**src/drvpl_pkg.sv**
```systemverilog
// Purpose: Shared constants and types for the rate, gain and PLL control block
// Assumes: Register indexes are word indexes; byte address is four times the index
// Notes: All software register reset values are zero
package drvpl_pkg;

    // ==========================================================
    // Register word indexes
    localparam logic [29:0] DRVPL_IDX_RATE_LOW = 30'h0000c013;
    localparam logic [29:0] DRVPL_IDX_RATE_HIGH = 30'h0000c014;
    localparam logic [29:0] DRVPL_IDX_LEFT = 30'h0000c015;
    localparam logic [29:0] DRVPL_IDX_RIGHT = 30'h0000c016;
    localparam logic [29:0] DRVPL_IDX_GAIN = 30'h0000c045;
    localparam logic [29:0] DRVPL_IDX_IRQ_STATUS = 30'h0000c0f0;
    localparam logic [29:0] DRVPL_IDX_IRQ_MASK = 30'h0000c0f1;

    // ==========================================================
    // Field positions of the high rate and PLL register
    localparam int DRVPL_RATE_HI_LSB = 0;
    localparam int DRVPL_PLL_RATE_LSB = 4;
    localparam int DRVPL_DIV_INCLK_BIT = 8;
    localparam int DRVPL_FORCE_VCO_BIT = 9;
    localparam int DRVPL_VCO_PIN_BIT = 11;
    localparam int DRVPL_SET_LOCK_BIT = 12;
    localparam int DRVPL_LOCKED_BIT = 13;
    localparam logic [15:0] DRVPL_HIGH_WR_MASK = 16'h1bff;

    // ==========================================================
    // Rate word limits and reset values
    localparam logic [19:0] DRVPL_RATE_MAX = 20'h80000;
    localparam int DRVPL_ACC_BITS = 27;
    localparam logic [15:0] DRVPL_REG_RESET = 16'h0000;
    localparam logic [3:0] DRVPL_FINE_MAX = 4'hb;
    localparam int DRVPL_GAIN_FRAC = 12;

    // Interrupt status bits
    localparam int DRVPL_IRQ_LOCK_LOST = 0;
    localparam int DRVPL_IRQ_RATE_RANGE = 1;
    localparam int DRVPL_IRQ_BITS = 2;

    // AXI responses
    localparam logic [1:0] DRVPL_RESP_OKAY = 2'h0;
    localparam logic [1:0] DRVPL_RESP_SLVERR = 2'h2;

    // Per-channel gain fields
    typedef struct packed {
        logic [3:0] fine;
        logic [3:0] coarse;
    } drvpl_gain_t;

    // PLL control fields as seen by the clock logic
    typedef struct packed {
        logic [3:0] rate;
        logic div_inclk;
        logic force_vco;
        logic vco_to_pin;
        logic set_lock;
    } drvpl_pll_t;

endpackage

```
**src/drvpl_top.sv**
```systemverilog
// Purpose: Rate word, channel gain, sample holding and PLL control behind AXI4-Lite
// Assumes: aclk is the crystal clock; pll_lock_in is synchronous to aclk
// Notes: Registers are 16 bits in the low half of each 32-bit word
//
// Overview of operation
// - Rate word is high nibble above low half
// - Sample strobe rate is word times clock over 2^27
// - High register bits 12:11 and 9:4 control the PLL
// - Left and right samples are read-write registers
// - Fine field adds 0 to 5.5 dB
// - Coarse field attenuates 6 dB per step
// - Crystal clock halved before PLL input
// - PLL multiplier is rate field plus one
// - Zero rate powers VCO down, selects input clock
// - Clock-select bit picks VCO or input clock
// - Input-halving bit halves PLL input again
// - VCO-to-pin bit routes VCO to pin
// - Lock-test bit high sets lock flag
// - Losing lock with test bit low clears flag until next test
//
// Chosen here: the AXI4-Lite register port.
`timescale 1ns/1ns

module drvpl_top
    import drvpl_pkg::*;
(
    input wire logic aclk,
    input wire logic aresetn,
    input wire logic [31:0] s_axi_awaddr,
    input wire logic s_axi_awvalid,
    output logic s_axi_awready,
    input wire logic [31:0] s_axi_wdata,
    input wire logic [3:0] s_axi_wstrb,
    input wire logic s_axi_wvalid,
    output logic s_axi_wready,
    output logic [1:0] s_axi_bresp,
    output logic s_axi_bvalid,
    input wire logic s_axi_bready,
    input wire logic [31:0] s_axi_araddr,
    input wire logic s_axi_arvalid,
    output logic s_axi_arready,
    output logic [31:0] s_axi_rdata,
    output logic [1:0] s_axi_rresp,
    output logic s_axi_rvalid,
    input wire logic s_axi_rready,
    input wire logic pll_lock_in,
    output logic [19:0] combined_rate_word,
    output logic sample_strobe,
    output logic [15:0] left_out,
    output logic [15:0] right_out,
    output logic pll_ref_clk,
    output logic [4:0] pll_multiplier,
    output logic vco_enable,
    output logic select_vco,
    output logic oscillator_to_pin,
    output logic irq
);

    // ==========================================================
    // Functions
    // Byte lane merge of the low 16 bits
    function automatic logic [15:0] merge16(input logic [15:0] old, input logic [31:0] d, input logic [3:0] s);
        merge16 = {s[1] ? d[15:8] : old[15:8], s[0] ? d[7:0] : old[7:0]};
    endfunction

    // Fine gain factor in Q12, half-decibel steps, clamped at 5.5 dB
    function automatic logic [13:0] fine_factor(input logic [3:0] f);
        case ((f > DRVPL_FINE_MAX) ? DRVPL_FINE_MAX : f)
            4'h0: fine_factor = 14'h1000;
            4'h1: fine_factor = 14'h10f3;
            4'h2: fine_factor = 14'h11f4;
            4'h3: fine_factor = 14'h1304;
            4'h4: fine_factor = 14'h1425;
            4'h5: fine_factor = 14'h1556;
            4'h6: fine_factor = 14'h169a;
            4'h7: fine_factor = 14'h17f1;
            4'h8: fine_factor = 14'h195c;
            4'h9: fine_factor = 14'h1adc;
            4'ha: fine_factor = 14'h1c74;
            default: fine_factor = 14'h1e23;
        endcase
    endfunction

    // Coarse shift then fine multiply, saturated to 16 bits
    function automatic logic [15:0] scale(input logic [15:0] smp, input drvpl_gain_t g);
        logic signed [15:0] shifted;
        logic signed [30:0] prod;
        logic signed [18:0] q;
        shifted = $signed(smp) >>> g.coarse;
        prod = 31'(shifted * $signed({1'b0, fine_factor(g.fine)}));
        q = prod[30:12];
        if (q > 19'sd32767) begin
            scale = 16'h7fff;
        end else if (q < -19'sd32768) begin
            scale = 16'h8000;
        end else begin
            scale = q[15:0];
        end
    endfunction

    // ==========================================================
    // State
    logic [15:0] rate_low_reg, rate_high_reg, left_reg, right_reg, gain_reg, left_out_reg, right_out_reg;
    logic lock_flag_reg, div2_reg, aw_hold_reg, w_hold_reg, awready_reg, wready_reg, bvalid_reg, arready_reg;
    logic rvalid_reg, sample_strobe_reg, pll_ref_clk_reg, vco_enable_reg, select_vco_reg, vco_pin_reg, irq_reg;
    logic [DRVPL_IRQ_BITS-1:0] irq_status_reg;
    logic [DRVPL_IRQ_BITS-1:0] irq_mask_reg;
    logic [DRVPL_ACC_BITS-1:0] acc_reg;
    logic [29:0] aw_idx_reg;
    logic [31:0] w_data_reg;
    logic [3:0] w_strb_reg;
    logic [1:0] bresp_reg;
    logic [31:0] rdata_reg;
    logic [1:0] rresp_reg;
    logic [4:0] mult_reg;
    logic [19:0] rate_word_reg;

    // ==========================================================
    // Field decode
    wire [19:0] rate_word = {rate_high_reg[DRVPL_RATE_HI_LSB +: 4], rate_low_reg};
    drvpl_pll_t pll;
    assign pll.rate = rate_high_reg[DRVPL_PLL_RATE_LSB +: 4];
    assign pll.div_inclk = rate_high_reg[DRVPL_DIV_INCLK_BIT];
    assign pll.force_vco = rate_high_reg[DRVPL_FORCE_VCO_BIT];
    assign pll.vco_to_pin = rate_high_reg[DRVPL_VCO_PIN_BIT];
    assign pll.set_lock = rate_high_reg[DRVPL_SET_LOCK_BIT];
    drvpl_gain_t left_gain;
    drvpl_gain_t right_gain;
    assign left_gain = gain_reg[15:8];
    assign right_gain = gain_reg[7:0];
    wire [15:0] high_read = (rate_high_reg & DRVPL_HIGH_WR_MASK) | (16'(lock_flag_reg) << DRVPL_LOCKED_BIT);

    // ==========================================================
    // AXI write path
    wire aw_fire = s_axi_awvalid && awready_reg;
    wire w_fire = s_axi_wvalid && wready_reg;
    wire have_aw = aw_hold_reg || aw_fire;
    wire have_w = w_hold_reg || w_fire;
    wire do_write = have_aw && have_w;
    wire [29:0] wr_idx = aw_fire ? s_axi_awaddr[31:2] : aw_idx_reg;
    wire [31:0] wr_data = w_fire ? s_axi_wdata : w_data_reg;
    wire [3:0] wr_strb = w_fire ? s_axi_wstrb : w_strb_reg;
    wire aw_hold_next = have_aw && !do_write;
    wire w_hold_next = have_w && !do_write;
    wire bvalid_next = do_write || (bvalid_reg && !s_axi_bready);

    // Write strobes per register
    wire wr_low = do_write && (wr_idx == DRVPL_IDX_RATE_LOW);
    wire wr_high = do_write && (wr_idx == DRVPL_IDX_RATE_HIGH);
    wire wr_left = do_write && (wr_idx == DRVPL_IDX_LEFT);
    wire wr_right = do_write && (wr_idx == DRVPL_IDX_RIGHT);
    wire wr_gain = do_write && (wr_idx == DRVPL_IDX_GAIN);
    wire wr_stat = do_write && (wr_idx == DRVPL_IDX_IRQ_STATUS);
    wire wr_mask = do_write && (wr_idx == DRVPL_IDX_IRQ_MASK);
    wire wr_hit = wr_low || wr_high || wr_left || wr_right || wr_gain || wr_stat || wr_mask;

    // Handshake and response registers for writes
    always_ff @(posedge aclk) begin
        if (!aresetn) begin
            aw_hold_reg <= 1'b0;
            w_hold_reg <= 1'b0;
            awready_reg <= 1'b0;
            wready_reg <= 1'b0;
            bvalid_reg <= 1'b0;
            bresp_reg <= DRVPL_RESP_OKAY;
        end else begin
            aw_hold_reg <= aw_hold_next;
            w_hold_reg <= w_hold_next;
            awready_reg <= !aw_hold_next && !bvalid_next;
            wready_reg <= !w_hold_next && !bvalid_next;
            bvalid_reg <= bvalid_next;
            if (do_write) begin
                bresp_reg <= wr_hit ? DRVPL_RESP_OKAY : DRVPL_RESP_SLVERR;
            end
        end
    end

    // Captured address and data while waiting for the partner channel
    always_ff @(posedge aclk) begin
        if (!aresetn) begin
            aw_idx_reg <= 30'h0;
            w_data_reg <= 32'h0;
            w_strb_reg <= 4'h0;
        end else begin
            if (aw_fire) begin
                aw_idx_reg <= s_axi_awaddr[31:2];
            end
            if (w_fire) begin
                w_data_reg <= s_axi_wdata;
                w_strb_reg <= s_axi_wstrb;
            end
        end
    end

    // ==========================================================
    // AXI read path
    wire ar_fire = s_axi_arvalid && arready_reg;
    wire [29:0] rd_idx = s_axi_araddr[31:2];
    wire rvalid_next = ar_fire || (rvalid_reg && !s_axi_rready);
    wire rd_hit_low = rd_idx == DRVPL_IDX_RATE_LOW;
    wire rd_hit_high = rd_idx == DRVPL_IDX_RATE_HIGH;
    wire rd_hit_left = rd_idx == DRVPL_IDX_LEFT;
    wire rd_hit_right = rd_idx == DRVPL_IDX_RIGHT;
    wire rd_hit_gain = rd_idx == DRVPL_IDX_GAIN;
    wire rd_hit_stat = rd_idx == DRVPL_IDX_IRQ_STATUS;
    wire rd_hit_mask = rd_idx == DRVPL_IDX_IRQ_MASK;
    wire rd_hit = rd_hit_low || rd_hit_high || rd_hit_left || rd_hit_right || rd_hit_gain || rd_hit_stat || rd_hit_mask;
    logic [15:0] rd_val;

    // Read multiplexer
    always_comb begin
        if (rd_hit_low) begin
            rd_val = rate_low_reg;
        end else if (rd_hit_high) begin
            rd_val = high_read;
        end else if (rd_hit_left) begin
            rd_val = left_reg;
        end else if (rd_hit_right) begin
            rd_val = right_reg;
        end else if (rd_hit_gain) begin
            rd_val = gain_reg;
        end else if (rd_hit_stat) begin
            rd_val = 16'(irq_status_reg);
        end else if (rd_hit_mask) begin
            rd_val = 16'(irq_mask_reg);
        end else begin
            rd_val = 16'h0000;
        end
    end

    // Handshake and data registers for reads
    always_ff @(posedge aclk) begin
        if (!aresetn) begin
            arready_reg <= 1'b0;
            rvalid_reg <= 1'b0;
            rdata_reg <= 32'h0;
            rresp_reg <= DRVPL_RESP_OKAY;
        end else begin
            arready_reg <= !rvalid_next;
            rvalid_reg <= rvalid_next;
            if (ar_fire) begin
                rdata_reg <= {16'h0000, rd_val};
                rresp_reg <= rd_hit ? DRVPL_RESP_OKAY : DRVPL_RESP_SLVERR;
            end
        end
    end

    // ==========================================================
    // Software registers
    wire [15:0] high_wr_val = merge16(rate_high_reg, wr_data, wr_strb) & DRVPL_HIGH_WR_MASK;

    // Rate, sample and gain registers, all zero after reset
    always_ff @(posedge aclk) begin
        if (!aresetn) begin
            rate_low_reg <= DRVPL_REG_RESET;
            rate_high_reg <= DRVPL_REG_RESET;
            left_reg <= DRVPL_REG_RESET;
            right_reg <= DRVPL_REG_RESET;
            gain_reg <= DRVPL_REG_RESET;
            irq_mask_reg <= '0;
        end else begin
            if (wr_low) begin
                rate_low_reg <= merge16(rate_low_reg, wr_data, wr_strb);
            end
            if (wr_high) begin
                rate_high_reg <= high_wr_val;
            end
            if (wr_left) begin
                left_reg <= merge16(left_reg, wr_data, wr_strb);
            end
            if (wr_right) begin
                right_reg <= merge16(right_reg, wr_data, wr_strb);
            end
            if (wr_gain) begin
                gain_reg <= merge16(gain_reg, wr_data, wr_strb);
            end
            if (wr_mask && wr_strb[0]) begin
                irq_mask_reg <= wr_data[DRVPL_IRQ_BITS-1:0];
            end
        end
    end

    // ==========================================================
    // Lock test flag
    // Test bit forces the flag high; a loss of lock while the test bit is low clears it until the next test
    wire lock_next = pll.set_lock ? 1'b1 : (lock_flag_reg && pll_lock_in);
    wire lock_lost = lock_flag_reg && !lock_next;

    always_ff @(posedge aclk) begin
        if (!aresetn) begin
            lock_flag_reg <= 1'b0;
        end else begin
            lock_flag_reg <= lock_next;
        end
    end

    // ==========================================================
    // Interrupts
    // Out-of-range rate word written, checked on the value after the write
    wire [19:0] rate_after = {wr_high ? high_wr_val[3:0] : rate_high_reg[3:0],
                              wr_low ? merge16(rate_low_reg, wr_data, wr_strb) : rate_low_reg};
    wire range_event = (wr_low || wr_high) && (rate_after > DRVPL_RATE_MAX);
    wire [DRVPL_IRQ_BITS-1:0] irq_set = {range_event, lock_lost};
    wire [DRVPL_IRQ_BITS-1:0] irq_clr = (wr_stat && wr_strb[0]) ? wr_data[DRVPL_IRQ_BITS-1:0] : '0;
    wire [DRVPL_IRQ_BITS-1:0] irq_status_next = (irq_status_reg & ~irq_clr) | irq_set;

    // Sticky status, set wins over a write-one clear
    always_ff @(posedge aclk) begin
        if (!aresetn) begin
            irq_status_reg <= '0;
            irq_reg <= 1'b0;
        end else begin
            irq_status_reg <= irq_status_next;
            irq_reg <= |(irq_status_next & irq_mask_reg);
        end
    end

    // ==========================================================
    // Sample rate generator and channel gain
    wire [DRVPL_ACC_BITS:0] acc_sum = {1'b0, acc_reg} + {8'h00, rate_word};

    // Phase accumulator overflows C times per 2^27 clocks
    always_ff @(posedge aclk) begin
        if (!aresetn) begin
            acc_reg <= '0;
            sample_strobe_reg <= 1'b0;
            left_out_reg <= 16'h0000;
            right_out_reg <= 16'h0000;
            rate_word_reg <= 20'h00000;
        end else begin
            acc_reg <= acc_sum[DRVPL_ACC_BITS-1:0];
            sample_strobe_reg <= acc_sum[DRVPL_ACC_BITS];
            rate_word_reg <= rate_word;
            if (acc_sum[DRVPL_ACC_BITS]) begin
                left_out_reg <= scale(left_reg, left_gain);
                right_out_reg <= scale(right_reg, right_gain);
            end
        end
    end

    // ==========================================================
    // PLL input divider and clock controls
    wire vco_on = pll.rate != 4'h0;
    wire ref_hold = pll.div_inclk && div2_reg;

    // Reference toggles every clock, or every other one when halving; a mode change never stretches a level
    always_ff @(posedge aclk) begin
        if (!aresetn) begin
            div2_reg <= 1'b0;
            pll_ref_clk_reg <= 1'b0;
            mult_reg <= 5'h01;
            vco_enable_reg <= 1'b0;
            select_vco_reg <= 1'b0;
            vco_pin_reg <= 1'b0;
        end else begin
            div2_reg <= !div2_reg;
            pll_ref_clk_reg <= ref_hold ? pll_ref_clk_reg : !pll_ref_clk_reg;
            mult_reg <= {1'b0, pll.rate} + 5'h01;
            vco_enable_reg <= vco_on;
            select_vco_reg <= pll.force_vco && vco_on;
            vco_pin_reg <= pll.vco_to_pin;
        end
    end

    // ==========================================================
    // Outputs
    assign s_axi_awready = awready_reg;
    assign s_axi_wready = wready_reg;
    assign s_axi_bvalid = bvalid_reg;
    assign s_axi_bresp = bresp_reg;
    assign s_axi_arready = arready_reg;
    assign s_axi_rvalid = rvalid_reg;
    assign s_axi_rdata = rdata_reg;
    assign s_axi_rresp = rresp_reg;
    assign combined_rate_word = rate_word_reg;
    assign sample_strobe = sample_strobe_reg;
    assign left_out = left_out_reg;
    assign right_out = right_out_reg;
    assign pll_ref_clk = pll_ref_clk_reg;
    assign pll_multiplier = mult_reg;
    assign vco_enable = vco_enable_reg;
    assign select_vco = select_vco_reg;
    assign oscillator_to_pin = vco_pin_reg;
    assign irq = irq_reg;

endmodule

```
**config.mk**
```make
export PLATFORM = sky130hd
export DESIGN_NAME = drvpl_top
export DESIGN_NICKNAME = d
export VERILOG_FILES = /design/src/drvpl_pkg.sv /design/src/drvpl_top.sv
export SDC_FILE = /design/constraint.sdc
export NUM_CORES = 2
export LEC_CHECK = 0
export BUFFER_PORTS_ARGS = -buffer_cell sky130_fd_sc_hd__clkbuf_2
export CAP_MARGIN = 40
export CELL_PAD_IN_SITES_DETAIL_PLACEMENT = 1
export CELL_PAD_IN_SITES_GLOBAL_PLACEMENT = 2
export CORE_AREA = 2 2 270 246
export CTS_CLUSTER_DIAMETER = 80
export DETAILED_ROUTE_END_ITERATION = 12
export DIE_AREA = 0 0 272 248
export PLACE_DENSITY = 0.85
export RECOVER_POWER = 100
export SETUP_SLACK_MARGIN = 0.05
export SYNTH_ARGS = -nofsm -noshare
export SYNTH_HDL_FRONTEND = slang
export SYNTH_SLANG_ARGS = --single-unit
```
**constraint.sdc**
```tcl
create_clock -name aclk -period 19.58 [get_ports aclk]
set_input_delay 2.937 -clock aclk [delete_from_list [all_inputs] [get_ports aclk]]
set_output_delay 2.937 -clock aclk [all_outputs]
set_load 0.005 [all_outputs]
```
==> impl_metrics.json <==
{
  "critPathLaunch": "left_reg[15]",
  "postRouteAntennaNets": 0,
  "p_sw_share_pct": 25.0,
  "postSynthAreaPerCell_um2": 8.85,
  "final_area_um2": 29800,
  "synth_top_flop_cell": "dfxtp_1",
  "io_pins": 212,
  "synth_area_um2": 26900,
  "min_period_ps": 10430,
  "diodes": 0,
  "first_global_vias": 24100,
  "crit_type": "reg -> reg",
  "ys_seq_area_share_pct": 18.2,
  "numPortBuffers": 171,
  "clock-sinks": 245,
  "first_iter_violations": 1308,
  "gr-usage-all-layers_pct": 23.6,
  "worst-slew-pin-transition_ps": 3180,
  "die_x_um": 272,
  "maxSlewViolCount": 216,
  "grt_pass1_wl_mm": 128,
  "grt_overflow_total": 0,
  "ys_ff_latch": 245,
  "rsz0062_at_grt": "no",
  "cts_setup_buffers": 0,
  "violations": "max-capacitance violations, max-slew violations",
  "hpwl_mm": 63.8,
  "internal-power_mw": 0.893,
  "fp.dieArea_um2": 67500,
  "crit_slowest_cell": "a41oi_1",
  "yosysUniqueCellTypes": 82,
  "yosys_warnings": 0,
  "area_growth_pct": 10.5,
  "design.core.area_um2": 64700,
  "h-tree-depth": 1,
  "cts_tree": "yes",
  "cts.repair.resized": 0,
  "initial_core_util_pct": 41.6,
  "viasPerCell": 5.41,
  "max-slew-margin-rel_pct": -112,
  "critPathArrivalTime_ps": 10980,
  "required_ps": 20130,
  "place_ws_ps": 9730,
  "synth_edf_count": 0,
  "timing.hold.ws_ps": 411,
  "crit_fanout": 21,
  "final_core_util_pct": 46.0,
  "drt-pass1-iter-count": 8,
  "postCtsHoldBufs": 0,
  "clock_latency_ps": 610,
  "clock_skew_ps": 27.3,
  "min_path_type": "reg -> reg",
  "async_flop_share_pct": 0,
  "wl_mm": 78.4,
  "placed_cell_area_um2": 28800,
  "p_sw_mw": 0.297,
  "powerDensity_nw_per_um2": 40.0,
  "status": "finished, violations left",
  "slowest_delay_ps": 1070,
  "clockBufferDepth": 3,
  "cp-end-kind": "flop",
  "cp-start-kind": "flop",
  "cap_viol_max_count": 4,
  "routabilityCongestion": 0.851,
  "wl_per_cell_um": 19.3,
  "vdd_drop_max_mv": 0.0763,
  "syn_inst": 3042,
  "drc": 0,
  "nets": 3863,
  "power_frac_seq_pct": 43.1,
  "synth_top_area_share_pct": 29.8,
  "numCtsBuffers": 31,
  "via_count": 22000,
  "p_leak_nw": 14.3,
  "clockPowerShare_pct": 51.5,
  "num-fill-cells": 7592,
  "layout_commonest_cell": "inv_1",
  "drive_gt1_share_pct": 9.03,
  "dieHeight_um": 248,
  "min_from": "div2_reg",
  "period_share_pct": 53.3,
  "comb_power_share_pct": 5.4,
  "antenna_found_initial": 1,
  "tns_ps": 0,
  "synth_largest_area_cell": "fa_1",
  "grt_max_degree": 69,
  "r2r_start": "left_reg[15]",
  "setup_slack_ps": 9150,
  "synth_area_leaders": "fa_1 30%, dfxtp_1 18%, ha_1 8.2%, inv_1 6.9%, nor2_1 5.0%",
  "crit_path_frequent_cell": "fa_1",
  "clock.fmax_mhz": 95.8,
  "hold_viol": 0,
  "largest_reg_flops": 30,
  "setup_violations": 0,
  "clock-root-buffer": "clkbuf_16",
  "layout_common_cells": "491 x inv_1, 401 x fa_1, 358 x nor2_1, 322 x nand2_1, 245 x dfxtp_1",
  "rows": 89,
  "path_clk_slew_ps": 60
}
==> stage by stage <==
stage | instances | power (mW)
after global placement | 3994 | 0.586
final | 4066 | 1.19
after CTS | 4064 | 1.20
after floorplan | 3059 | 0.559
after detailed placement | 4007 | 0.589
after global routing | 4066 | 1.23
==> cell usage after synthesis (all sizes together), types with 16 or more instances <==
library cell / n
nand2: 323
nor2: 358
nand3: 25
fa: 401
and2: 61
xnor2: 43
and3: 16
xor2: 21
mux2: 17
nand4: 19
a211oi: 95
ha: 176
mux2i: 48
a21oi: 126
o221a: 29
nand2b: 33
o21ai: 92
buf: 34
mux4: 21
dfxtp: 245
clkbuf: 109
inv: 499
nor3: 24
a21o: 45
==> layout make-up <==
| type | instances | area, µm² | area share (%) |
|---|---|---|---|
| well taps | 864 | 1080 | 3.63 |
| multi-input cells | 2171 | 19600 | 65.8 |
| inverters | 500 | 1880 | 6.32 |
| clock inverters | 18 | 243 | 0.816 |
| clock buffers | 39 | 846 | 2.84 |
| flip-flops and latches | 245 | 4900 | 16.5 |
| repair buffers | 229 | 1230 | 4.12 |
==> path summary, 6_finish.rpt <==
check,cells after the start,to,slack [ps]
max reg2reg,28,left_out[4],9150
max,28,left_out[4],9150
min reg2reg,1,div2_reg,410
min,1,div2_reg,410
==> per-layer routing <==
metal  global-route usage [%]  up-vias  wire length, µm
met3                     2.84      112             3250
met1                     32.1    11300            35800
li1                         -    10100                -
met4                     5.40        0             1850
met2                     40.4      455            37500
met5                        0        -                0
==> critical path, delay by kind of cell (launching register included) <==
kind	cells	cell delay (ps)
compound gates	11	4090
simple gates	4	1190
flops	1	880
fa+ha+maj	7	3260
xor+xnor	1	210
buf+inv	5	710
==> power groups by stage <==
stage               logic (mW)  clock network [mW]  registers [mW]
floorplan               0.0367                   0           0.522
global placement        0.0623                   0           0.523
detailed placement      0.0653                   0           0.524
CTS                     0.0656               0.625           0.513
global route            0.0707               0.644           0.514
finish                  0.0645               0.612           0.513
==> logic make-up (layout without fill, tap and decap cells) <==
family          Yosys count  in the layout  synth area share, %
simple gates            928            928                 15.2
flops                   245            245                 18.2
compound gates          498            498                 12.8
buf+inv                 643            786                 9.35
fa+ha+maj               577            577                 38.0
xor+xnor                 64             64                 2.08
mux                      86             86                 4.25
other cells               1             18               0.0139
(Power assumes the default switching activity.)
